===== src/pattern_pkg.sv =====
package pattern_pkg;

  // Register indices; byte address on the bus is four times the index.
  localparam logic [27:0] IDX_LATCH       = 28'h5ffffc2;
  localparam logic [27:0] IDX_FUNC_HI     = 28'h5ffffcc;
  localparam logic [27:0] IDX_FUNC_LO     = 28'h5ffffce;
  localparam logic [27:0] IDX_MODE        = 28'h5fffff0;
  localparam logic [27:0] IDX_TRIG        = 28'h5fffff1;
  localparam logic [27:0] IDX_EN_HI       = 28'h5fffff2;
  localparam logic [27:0] IDX_EN_LO       = 28'h5fffff3;
  localparam logic [27:0] IDX_STG_HI      = 28'h5fffff4;
  localparam logic [27:0] IDX_STG_LO      = 28'h5fffff5;
  localparam logic [27:0] IDX_STG_HI_ALT  = 28'h5fffff6;
  localparam logic [27:0] IDX_STG_LO_ALT  = 28'h5fffff7;

  localparam int          AREA_HI         = 27;
  localparam int          AREA_LO         = 24;
  localparam int          OFS_HI          = 8;
  localparam int          WORD_LSB        = 2;

  localparam int          GROUPS          = 4;
  localparam int          GROUP_W         = 4;
  localparam int          SEL_W           = 2;
  localparam int          PINS            = 16;

  localparam logic [7:0]  RST_MODE        = 8'hf0;
  localparam logic [7:0]  RST_TRIG        = 8'hff;
  localparam logic [7:0]  RST_BYTE        = 8'h00;
  localparam logic [15:0] RST_HALF        = 16'h0000;
  localparam logic [7:0]  RSVD_BYTE       = 8'hff;
  localparam logic [3:0]  RSVD_NIB        = 4'hf;
  localparam logic [31:0] RST_WORD        = 32'h0000_0000;

  typedef struct packed {
    logic [15:0] latch;
    logic [15:0] func_hi;
    logic [15:0] func_lo;
    logic [7:0]  mode;
    logic [7:0]  trig;
    logic [7:0]  en_hi;
    logic [7:0]  en_lo;
    logic [7:0]  stg_hi;
    logic [7:0]  stg_lo;
  } regs_t;

  localparam regs_t REGS_RST = '{RST_HALF, RST_HALF, RST_HALF, RST_MODE, RST_TRIG,
                                 RST_BYTE, RST_BYTE, RST_BYTE, RST_BYTE};

  typedef struct packed {
    logic        psel;
    logic        penable;
    logic        pwrite;
    logic [31:0] paddr;
    logic [31:0] pwdata;
    logic [3:0]  pstrb;
  } apb_req_t;

  typedef struct packed {
    logic [31:0] prdata;
    logic        pready;
    logic        pslverr;
  } apb_rsp_t;

endpackage : pattern_pkg


===== src/timed_pattern_unit.sv =====
// The APB interface to the registers was decided locally.
`timescale 1ns/1ps
module timed_pattern_unit (
  input  wire logic                 mclk_i,
  input  wire logic                 rst_n_i,
  input  wire pattern_pkg::apb_req_t apb_i,
  output      pattern_pkg::apb_rsp_t apb_o,
  input  wire logic [3:0]           cmp_match_i,
  output      logic [15:0]          pattern_out_pins_o,
  output      logic [31:0]          pin_function_o,
  output      logic [7:0]           pattern_mode_o
);
  import pattern_pkg::*;

  regs_t        regs_reg;
  regs_t        regs_next;
  logic [31:0]  prdata_reg;
  logic [31:0]  prdata_next;
  logic [29:0]  idx;
  logic [8:0]   ofs;
  logic [8:0]   ofs_odd;
  logic         hit;
  logic         setup;
  logic         access;
  logic         wr_take;
  logic [GROUPS-1:0] fire;
  logic [PINS-1:0]   copy_mask;
  logic [PINS-1:0]   enables;
  logic [PINS-1:0]   staged;
  logic [31:0]  rd_word;

  function automatic logic same_lo(input regs_t r);
    return r.trig[2*SEL_W-1:SEL_W] == r.trig[SEL_W-1:0];
  endfunction : same_lo

  function automatic logic same_hi(input regs_t r);
    return r.trig[4*SEL_W-1:3*SEL_W] == r.trig[3*SEL_W-1:2*SEL_W];
  endfunction : same_hi

  function automatic logic [8:0] odd_of(input logic [27:0] k);
    return {k[OFS_HI:1], 1'b1};
  endfunction : odd_of

  // Halfword registers answer at their even index and at the odd byte above it.
  function automatic logic mapped(input logic [8:0] o);
    return (o[OFS_HI:1] == IDX_LATCH[OFS_HI:1]) || (o[OFS_HI:1] == IDX_FUNC_HI[OFS_HI:1]) ||
           (o[OFS_HI:1] == IDX_FUNC_LO[OFS_HI:1]) || (o[OFS_HI:3] == IDX_MODE[OFS_HI:3]);
  endfunction : mapped

  function automatic logic [7:0] get_byte(input regs_t r, input logic [8:0] o);
    logic [7:0] b;
    b = RST_BYTE;
    case (o)
      IDX_LATCH[OFS_HI:0]:        b = r.latch[15:8];
      odd_of(IDX_LATCH):          b = r.latch[7:0];
      IDX_FUNC_HI[OFS_HI:0]:      b = r.func_hi[15:8];
      odd_of(IDX_FUNC_HI):        b = r.func_hi[7:0];
      IDX_FUNC_LO[OFS_HI:0]:      b = r.func_lo[15:8];
      odd_of(IDX_FUNC_LO):        b = r.func_lo[7:0];
      IDX_MODE[OFS_HI:0]:         b = r.mode;
      IDX_TRIG[OFS_HI:0]:         b = r.trig;
      IDX_EN_HI[OFS_HI:0]:        b = r.en_hi;
      IDX_EN_LO[OFS_HI:0]:        b = r.en_lo;
      IDX_STG_HI[OFS_HI:0]:       b = same_hi(r) ? r.stg_hi : {r.stg_hi[7:4], RSVD_NIB};
      IDX_STG_HI_ALT[OFS_HI:0]:   b = same_hi(r) ? RSVD_BYTE : {RSVD_NIB, r.stg_hi[3:0]};
      IDX_STG_LO[OFS_HI:0]:       b = same_lo(r) ? r.stg_lo : {r.stg_lo[7:4], RSVD_NIB};
      IDX_STG_LO_ALT[OFS_HI:0]:   b = same_lo(r) ? RSVD_BYTE : {RSVD_NIB, r.stg_lo[3:0]};
      default:                    b = RST_BYTE;
    endcase
    return b;
  endfunction : get_byte

  function automatic regs_t put_byte(input regs_t r, input logic [8:0] o, input logic [7:0] d);
    regs_t n;
    n = r;
    case (o)
      IDX_LATCH[OFS_HI:0]:        n.latch[15:8] = (r.latch[15:8] & r.en_hi) | (d & ~r.en_hi);
      odd_of(IDX_LATCH):          n.latch[7:0]  = (r.latch[7:0] & r.en_lo) | (d & ~r.en_lo);
      IDX_FUNC_HI[OFS_HI:0]:      n.func_hi[15:8] = d;
      odd_of(IDX_FUNC_HI):        n.func_hi[7:0]  = d;
      IDX_FUNC_LO[OFS_HI:0]:      n.func_lo[15:8] = d;
      odd_of(IDX_FUNC_LO):        n.func_lo[7:0]  = d;
      IDX_MODE[OFS_HI:0]:         n.mode = d;
      IDX_TRIG[OFS_HI:0]:         n.trig = d;
      IDX_EN_HI[OFS_HI:0]:        n.en_hi = d;
      IDX_EN_LO[OFS_HI:0]:        n.en_lo = d;
      IDX_STG_HI[OFS_HI:0]: begin
        if (same_hi(r)) begin
          n.stg_hi = d;
        end else begin
          n.stg_hi[7:4] = d[7:4];
        end
      end
      IDX_STG_HI_ALT[OFS_HI:0]: begin
        if (!same_hi(r)) begin
          n.stg_hi[3:0] = d[3:0];
        end
      end
      IDX_STG_LO[OFS_HI:0]: begin
        if (same_lo(r)) begin
          n.stg_lo = d;
        end else begin
          n.stg_lo[7:4] = d[7:4];
        end
      end
      IDX_STG_LO_ALT[OFS_HI:0]: begin
        // Shared trigger leaves this byte reserved, so the write is dropped.
        if (!same_lo(r)) begin
          n.stg_lo[3:0] = d[3:0];
        end
      end
      default: n = r;
    endcase
    return n;
  endfunction : put_byte

  // Index bits 23-9 (address bits 25-11) take no part in the decode, so the block aliases through that range.
  assign idx     = apb_i.paddr[31:WORD_LSB];
  assign ofs     = idx[OFS_HI:0];
  assign ofs_odd = {ofs[OFS_HI:1], 1'b1};
  assign hit     = (apb_i.paddr[WORD_LSB-1:0] == 2'b00) &&
                   (idx[AREA_HI:AREA_LO] == IDX_LATCH[AREA_HI:AREA_LO]) && mapped(ofs);
  assign setup   = apb_i.psel & ~apb_i.penable;
  assign access  = apb_i.psel & apb_i.penable;
  assign wr_take = access & apb_i.pwrite & hit;

  assign enables = {regs_reg.en_hi, regs_reg.en_lo};
  assign staged  = {regs_reg.stg_hi, regs_reg.stg_lo};

  // The compare match inputs come from the timer on this clock, so no synchroniser.
  for (genvar g = 0; g < GROUPS; g++) begin : g_group
    assign fire[g] = cmp_match_i[regs_reg.trig[SEL_W*g +: SEL_W]];
    assign copy_mask[GROUP_W*g +: GROUP_W] = enables[GROUP_W*g +: GROUP_W] &
                                             {GROUP_W{fire[g]}};
  end

  always_comb begin
    regs_next       = regs_reg;
    // Software writes reach only disabled bits, so they never collide with the copy.
    regs_next.latch = (regs_reg.latch & ~copy_mask) | (staged & copy_mask);
    if (wr_take) begin
      if (!ofs[0] && apb_i.pstrb[1]) begin
        regs_next = put_byte(regs_next, ofs, apb_i.pwdata[15:8]);
      end
      if (apb_i.pstrb[0]) begin
        regs_next = put_byte(regs_next, ofs[0] ? ofs : ofs_odd, apb_i.pwdata[7:0]);
      end
    end
  end

  // Only reset clears state; a standby request has no path into these flops.
  always_ff @(posedge mclk_i) begin
    if (!rst_n_i) begin
      regs_reg <= REGS_RST;
    end else begin
      regs_reg <= regs_next;
    end
  end

  always_comb begin
    rd_word = RST_WORD;
    if (hit) begin
      if (ofs[0]) begin
        rd_word[7:0] = get_byte(regs_reg, ofs);
      end else begin
        rd_word[15:0] = {get_byte(regs_reg, ofs), get_byte(regs_reg, ofs_odd)};
      end
    end
    prdata_next = setup ? rd_word : prdata_reg;
  end

  // Read data is sampled in the setup cycle; a trigger in the access cycle is not seen.
  always_ff @(posedge mclk_i) begin
    if (!rst_n_i) begin
      prdata_reg <= RST_WORD;
    end else begin
      prdata_reg <= prdata_next;
    end
  end

  assign apb_o.prdata       = prdata_reg;
  assign apb_o.pready       = 1'b1;
  assign apb_o.pslverr      = access & ~hit;
  assign pattern_out_pins_o = regs_reg.latch;
  assign pin_function_o     = {regs_reg.func_hi, regs_reg.func_lo};
  assign pattern_mode_o     = regs_reg.mode;
endmodule : timed_pattern_unit


===== config.mk =====
export PLATFORM = sky130hd
export DESIGN_NAME = timed_pattern_unit
export DESIGN_NICKNAME = d
export VERILOG_FILES = /design/src/pattern_pkg.sv /design/src/timed_pattern_unit.sv
export SDC_FILE = /design/constraint.sdc
export NUM_CORES = 1
export LEC_CHECK = 0
export BUFFER_PORTS_ARGS = -buffer_cell sky130_fd_sc_hd__buf_2
export CORE_MARGIN = 10
export CORE_UTILIZATION = 52
export DETAILED_ROUTE_END_ITERATION = 16
export PLACE_DENSITY = 0.81
export REMOVE_ABC_BUFFERS = 1
export SLEW_MARGIN = 10
export SYNTH_ARGS = -nofsm -noshare
export SYNTH_HDL_FRONTEND = slang
export SYNTH_SLANG_ARGS = --single-unit

===== constraint.sdc =====
create_clock -name mclk_i -period 4.85 [get_ports mclk_i]
set_input_delay 0.2425 -clock mclk_i [delete_from_list [all_inputs] [get_ports mclk_i]]
set_output_delay 0.2425 -clock mclk_i [all_outputs]
set_load 0.02 [all_outputs]

## After elaboration in Yosys (flattened, before gate mapping)

Cells that the tools add are included.

| storage, ports and cells | value |
|---|---|
| register bits after elaboration | 112 |
| bits of input ports | 77 |

| operators by class | value |
|---|---|
| $lt $le $gt $ge | 4 |
| muxes and demuxes | 48 |
| reductions and logical operators | 8 |
| bitwise logic cells | 27 |
| equal/unequal tests | 26 |

Operator list:

| cell | count |
|---|---|
| 96-bit 2-to-1 mux | 3 |
| 8-bit 2-to-1 mux | 17 |
| 9-bit equality test, second input constant | 14 |
| 8-bit case mux with 14 select lines | 1 |
| 88-bit 2-to-1 mux | 1 |
| 8-bit equality test, second input constant | 7 |
| 8-bit case mux with 7 select lines | 1 |
| 4-bit 2-to-1 mux | 13 |
| 8-bit AND | 6 |
| 16-bit AND | 2 |
| 8-bit inverter | 3 |
| 8-bit OR | 3 |
| 4-bit case mux with 2 select lines | 3 |
| 4-bit AND | 4 |
| 16-bit 2-to-1 mux | 1 |
| 16-bit inverter | 1 |
| 16-bit OR | 1 |
| 2-bit by 3-bit < comparator with 1-bit output, second input constant | 4 |
| 1-bit binary-select mux with 2-bit select | 4 |
| 2-bit equality test | 3 |
| 6-bit equality test, second input constant | 1 |
| 1-bit AND | 5 |
| 4-bit by 3-bit equality test with 1-bit output, second input constant | 1 |
| 1-bit 2-to-1 mux | 4 |
| 5 further kinds | 10 |

## Depth between registers and ports, before layout

| logic depth | value |
|---|---|
| depth in word-level cells | 17 |
| mapped depth | 9 |
| mapped depth without buffers | 6 |

## Least setup slack after synthesis

Ideal clock, no wire load.

| path | value |
|---|---|
| path kind | input -> register |
| from | input apb_i[37] (netlist name) |
| to | register regs_reg, in the netlist pattern_out_pins_o[10] |
| data arrival time | 2.015 ns |
| setup slack | 2.713 ns |
| buffers on the path | 1 |
| stages | 5 |
| required time | 4.728 ns |
| cells stage by stage | or4b_4 nor4_4 nand3_2 buf_2 o311a_1 |

| on the way | value |
|---|---|
| longest elaborated chain between the ends | 5 |

Ends and longest elaborated chain:

| what | RTL line | RTL |
|---|---|---|
| from (decl) | timed_pattern_unit.sv:6 | `input wire pattern_pkg::apb_req_t apb_i,` |
| 2-bit logical NOT | timed_pattern_unit.sv:121 | `assign hit = (apb_i.paddr[WORD_LSB-1:0] == 2'b00) &&` |
| 1-bit logical AND | timed_pattern_unit.sv:121 |  |
| 1-bit logical AND | timed_pattern_unit.sv:122 | `(idx[AREA_HI:AREA_LO] == IDX_LATCH[AREA_HI:AREA_LO]) && mapped(ofs);` |
| 1-bit AND | timed_pattern_unit.sv:125 | `assign wr_take = access & apb_i.pwrite & hit;` |
| 96-bit 2-to-1 mux | timed_pattern_unit.sv:141 | `if (wr_take) begin` |
| to (signal assigned) | timed_pattern_unit.sv:156 | `regs_reg <= regs_next;` |
| to (decl) | timed_pattern_unit.sv:15 | `regs_t regs_reg;` |

No other way between the ends.
A chain may end at the register's enable or synchronous reset.

## Final worst setup path

| path | value |
|---|---|
| from | input apb_i[39] (netlist name) |
| to | register regs_reg, in the netlist pattern_out_pins_o[6] |

| on the way | value |
|---|---|
| longest elaborated chain between the ends | 10 |
| elaborated cells on any way between the ends | 21 |
| classes of those cells | eq/ne: 5; mux: 7; bitwise: 5; reduce/logical: 4 |

Ends and longest elaborated chain:

| what | RTL line | RTL |
|---|---|---|
| 9-bit equality test | timed_pattern_unit.sv:76 | `case (o)` |
| 8-bit 2-to-1 mux | timed_pattern_unit.sv:76 |  |
| 96-bit 2-to-1 mux | timed_pattern_unit.sv:142 | `if (!ofs[0] && apb_i.pstrb[1]) begin` |
| 96-bit 2-to-1 mux | timed_pattern_unit.sv:141 |  |
| 8-bit inverter | timed_pattern_unit.sv:78 | `odd_of(IDX_LATCH): n.latch[7:0] = (r.latch[7:0] & r.en_lo) \| (d & ~r.en_lo);` |
| 8-bit AND | timed_pattern_unit.sv:78 |  |
| 8-bit OR | timed_pattern_unit.sv:78 |  |
| 8-bit 2-to-1 mux | timed_pattern_unit.sv:76 |  |
| 88-bit 2-to-1 mux | timed_pattern_unit.sv:145 | `if (apb_i.pstrb[0]) begin` |
| 96-bit 2-to-1 mux (*) | timed_pattern_unit.sv:141 |  |

Every way passes the cells marked *; elsewhere a longest branch is shown, timed or not. The select of a mux whose other input is x is not followed.

==> results_tabular.tex <==
\begin{tabular}{lr}
\hline
Metric & Value \\
\hline
\multicolumn{2}{l}{\textbf{Detailed routing}} \\
\quad Post-DR vias/cell & approximately 6.3 \\
\quad Iteration count of the initial detailed-routing pass & 6 \\
\quad Total number of vias & slightly above 6000 \\
\quad Final routed DRC violation total & 0 \\
\quad Antenna viol nets, final & 0 \\
\quad Drt total wl & 22200 µm \\
\quad Iteration-0 DRC Markers & 862 \\
\quad Wirelength per Cell & approximately 22 µm \\
\multicolumn{2}{l}{\textbf{Cells and area}} \\
\quad Share of post-route cells with drive strength above 1 & approximately 20\% \\
\quad Number of nets in the final layout & slightly below 900 \\
\quad Filler-free cell count of the finished design & roughly 990 \\
\quad Final core utilization & a little under three fifths \\
\quad Commonest cells after routing, fill and taps aside & 114 x sky130\_fd\_sc\_hd\_\_buf\_2, 112 x sky130\_fd\_sc\_hd\_\_dfxtp\_1, 95 x sky130\_fd\_sc\_hd\_\_nand2\_1 \\
\quad Most common cell after layout, fill and taps aside & sky130\_fd\_sc\_hd\_\_buf\_2 \\
\quad Inserted Diodes & 0 \\
\quad Synth-to-layout area growth & 7.668\% \\
\multicolumn{2}{l}{\textbf{Synth}} \\
\quad Fraction of synthesis flops using an asynchronous set or reset pin & 0\% \\
\quad Simple-Gate Fraction of Synth Area & 20.55\% \\
\quad Sequential-to-total area share from yosys stat & $\sim$34\% \\
\quad Yosys cell types & 66 \\
\quad Largest area contributor in the netlist & sky130\_fd\_sc\_hd\_\_dfxtp\_1 \\
\quad Syn Inst Count & approximately 780 \\
\quad Mux contribution to synthesized area & 16.79\% \\
\quad Compound-gate portion of the synthesized area & 17.11\% \\
\quad Prevailing post-synth register cell & sky130\_fd\_sc\_hd\_\_dfxtp\_1 \\
\quad EDFF count, synth & 0 \\
\quad Leading post-synthesis cells by cell area & sky130\_fd\_sc\_hd\_\_dfxtp\_1 34\%, sky130\_fd\_sc\_hd\_\_mux2i\_1 14\%, sky130\_fd\_sc\_hd\_\_buf\_4 8.4\%, sky130\_fd\_sc\_hd\_\_nand2\_1 5.4\%, sky130\_fd\_sc\_hd\_\_nor2\_1 4.4\% \\
\quad Combinational family with the most area after synthesis & simple AND/OR/NAND/NOR gates \\
\quad Avg Synthesized Cell Area & $\sim$8.5 µm² \\
\quad Xor/xnor cell area share of the yosys netlist & less than 1\% \\
\quad Area share of fa/ha/maj cells after synthesis & 0\% \\
\quad Area share of the largest cell type after synthesis & 33.84\% \\
\quad Register bit total from synthesis & around 110 \\
\quad Cell area after synthesis & 6625 µm² \\
\quad Ys Warns & 0 \\
\multicolumn{2}{l}{\textbf{Setup path}} \\
\quad Kind of end point of the critical path & flip-flop \\
\quad Startpoint class of the critical path & input pin \\
\quad Depth of the most critical reg-to-reg path & 6 \\
\quad Required time reported for the critical path endpoint & just over 5 ns \\
\quad Crit path arrival time & just over 3 ns \\
\quad Launching point of the worst reg2reg path & regs\_reg[38]\$\_SDFFE\_PN1N\_ \\
\quad Critical path launch point & apb\_i[39] \\
\quad Worst Path Class, Setup & input pin to flip-flop \\
\quad Largest fanout of any net on the critical path & 43 \\
\multicolumn{2}{l}{\textbf{CTS}} \\
\quad Hold Buf Count CTS & 0 \\
\quad Reg clk slew, reported paths & 0.07 ns \\
\quad Number of buffers inserted during clock tree synthesis & 9 \\
\quad Clk Latency, worst-skew pair & $\sim$0.36 ns \\
\quad Setup bufs post-CTS & 0 \\
\quad Number of gates resized after cts & 0 \\
\quad \# clock sinks & 112 \\
\quad Clock Tree Buf Depth & 2 \\
\quad Clock H-tree levels & 3 \\
\quad TritonCTS clock tree & yes \\
\quad Root cell of the clock tree & sky130\_fd\_sc\_hd\_\_clkbuf\_16 \\
\multicolumn{2}{l}{\textbf{Min path}} \\
\quad Worst min-delay path class & input pin to flip-flop \\
\quad Hold path startpoint & apb\_i[5] \\
\quad Cell depth of the worst min-delay path & 3 \\
\multicolumn{2}{l}{\textbf{Pwr}} \\
\quad Switching Power & between 400 and 500 µW \\
\quad Sw frac & between 20\% and 30\% \\
\quad Cell Int Power & about 1400 µW \\
\quad Power Dens Cells & approximately 260 nW/µm² \\
\quad Flop pwr share & 48.8\% \\
\quad Maximum VDD drop & 261.2 µV \\
\quad Combinational group share of total power & just under 8\% \\
\quad Static power due to leakage & between 0.002 and 0.003 µW \\
\quad Power share of the clock group & a little over two fifths \\
\multicolumn{2}{l}{\textbf{Placed design}} \\
\quad HPWL after detailed placement & about 16000 µm \\
\quad Port Buf Inserts & about 110 \\
\quad Global placement routability congestion & 0.9999 \\
\quad Number of placed instances, taps included & 974 \\
\multicolumn{2}{l}{\textbf{STA}} \\
\quad Pins over their slew limit & 0 \\
\quad Total Negative Setup Slacks & 0 ns \\
\quad Number of hold violations in the final report & 0 \\
\quad F\_max & 361.4 MHz \\
\quad Tightest slew margin relative to the limit & between 30\% and 40\% \\
\quad Unrepaired setup endpoints after global routing & false \\
\quad Part of the cycle the worst path needs & between 50\% and 60\% \\
\quad Setup clock skew after layout & roughly 0.011 ns \\
\quad Worst Tran Pin Value & 0.9755 ns \\
\quad Min Clock Period, post-route & 2.767 ns \\
\quad Final setup violating endpoints & 0 \\
\multicolumn{2}{l}{\textbf{Global routing}} \\
\quad Met1 routing resource usage after global routing & 31.34\% \\
\quad First-pass GRT wire length & 34080 µm \\
\quad Largest net degree at the start of global routing & between 60 and 70 \\
\quad GRT Max-Usage Layer & met2 \\
\quad Remaining global-route overflow & 0 \\
\quad Total global-route track usage & 24.20\% \\
\quad Vias in the first global route & approximately 5800 \\
\quad Met3 demand-to-capacity share in global routing & 7.532\% \\
\quad Antenna violations before repair & 0 \\
\quad Met2 GRT Util & about 38\% \\
\multicolumn{2}{l}{\textbf{Outcome}} \\
\quad Outcome & complete, no violations \\
\multicolumn{2}{l}{\textbf{Die}} \\
\quad Top Ports & between 150 and 200 \\
\quad Die width & 132.9 µm \\
\quad Number of cell rows & 41 \\
\quad Die Height & approximately 130 µm \\
\quad Full die area & 17660 µm² \\
\quad Core ar. & about 13000 µm² \\
\quad Initial core utilization & roughly 53\% \\
\multicolumn{2}{l}{\textbf{Flow run}} \\
\quad Max capacitance violation total & 0 \\
\hline
\end{tabular}
==> cell type report <==
cell class / count / area (µm²)
clock buffers: 11 / 252.7
clock inverters: 4 / 76.32
fillers: 1163 / 5435
inverters: 4 / 15.01
multi-input cells: 567 / 3724
flip-flops and latches: 112 / 2242
well taps: 172 / 215.2
repair buffers: 119 / 608.1
==> cells by family (layout without fill, tap and decap cells) <==
group | count (synthesis) | after routing
AND/OR/NAND/NOR | 272 | 272
AO/OA/AOI/OAI | 168 | 168
buffers and inverters | 115 | 138
flip-flops | 112 | 112
multiplexers | 104 | 104
XOR/XNOR | 6 | 6
other | 2 | 17
==> worst paths after layout <==
check,endpoint,slack (ns)
setup / recovery,pattern_out_pins_o[6]$_SDFF_PN0_,2.08
hold / removal,pin_function_o[17]$_SDFFE_PN0N_,0.17
setup reg to reg,prdata_reg[8]$_SDFFE_PN0P_,2.62
hold reg to reg,prdata_reg[12]$_SDFFE_PN0P_,0.46
==> through the flow <==
stage / cell area, µm² / power [µW] / setup WS (ns) / hold slack, ns
after floorplan: 5981 / 1004 / 2.599 / 0.3044
after global placement: 6804 / 1080 / 1.924 / 0.4331
after detailed placement: 6804 / 1080 / 1.866 / 0.4424
after CTS: 7133 / 1885 / 2.242 / 0.1674
after global routing: 7133 / 1936 / 1.948 / 0.1892
final: 7133 / 1883 / 2.083 / 0.1733
==> critical path: stages <==
cell                      delay, ns
sky130_fd_sc_hd__buf_2         0.66
sky130_fd_sc_hd__and2_1        0.47
sky130_fd_sc_hd__and3_1        0.50
sky130_fd_sc_hd__nand3_1       0.56
sky130_fd_sc_hd__o21ai_0       0.38
sky130_fd_sc_hd__o311a_1       0.22
==> routing by layer <==
layer / vias up / routed length [µm] / share of wire (%)
met2: 414 / 9913 / 45
met4: 0 / 663 / 3.0
met3: 60 / 2497 / 11
met5: - / 0 / 0
li1: 2806 / - / -
met1: 2920 / 9128 / 41
==> cell usage after synthesis, types with 3 or more instances <==
| master | count |
|---|---|
| sky130_fd_sc_hd__dfxtp_1 | 112 |
| sky130_fd_sc_hd__nand2_1 | 95 |
| sky130_fd_sc_hd__mux2i_1 | 92 |
| sky130_fd_sc_hd__nor2_1 | 78 |
| sky130_fd_sc_hd__buf_4 | 74 |
| sky130_fd_sc_hd__o21ai_0 | 46 |
| sky130_fd_sc_hd__nand3_1 | 30 |
| sky130_fd_sc_hd__a21oi_1 | 29 |
| sky130_fd_sc_hd__clkbuf_1 | 28 |
| sky130_fd_sc_hd__o311a_1 | 17 |
| sky130_fd_sc_hd__a22oi_1 | 15 |
| sky130_fd_sc_hd__nor3_1 | 10 |
| sky130_fd_sc_hd__o211ai_1 | 9 |
| sky130_fd_sc_hd__a31oi_1 | 8 |
| sky130_fd_sc_hd__and3_1 | 8 |
| sky130_fd_sc_hd__a221oi_1 | 7 |
| sky130_fd_sc_hd__mux2_2 | 7 |
| sky130_fd_sc_hd__nand4_1 | 7 |
| sky130_fd_sc_hd__o22ai_1 | 6 |
| sky130_fd_sc_hd__xnor2_1 | 6 |
| sky130_fd_sc_hd__a22o_1 | 5 |
| sky130_fd_sc_hd__buf_2 | 5 |
| sky130_fd_sc_hd__mux4_2 | 5 |
| sky130_fd_sc_hd__nand2b_1 | 5 |
| sky130_fd_sc_hd__a211oi_1 | 4 |
| sky130_fd_sc_hd__and2_1 | 4 |
| sky130_fd_sc_hd__buf_1 | 4 |
| sky130_fd_sc_hd__nor3_2 | 4 |
| sky130_fd_sc_hd__nand3b_1 | 3 |
| sky130_fd_sc_hd__nand4bb_1 | 3 |
| sky130_fd_sc_hd__nor3_4 | 3 |
| sky130_fd_sc_hd__nor4_1 | 3 |
| sky130_fd_sc_hd__o32ai_1 | 3 |
==> power by group through the flow <==
| stage | clock, µW | combinational [µW] | sequential (µW) |
|---|---|---|---|
| after floorplan | 0 | 63.5 | 940 |
| after global placement | 0 | 139 | 940 |
| after detailed placement | 0 | 140 | 940 |
| after CTS | 826 | 141 | 919 |
| after global routing | 862 | 155 | 918 |
| final | 819 | 146 | 919 |
Power figures use the tool's default switching activity.
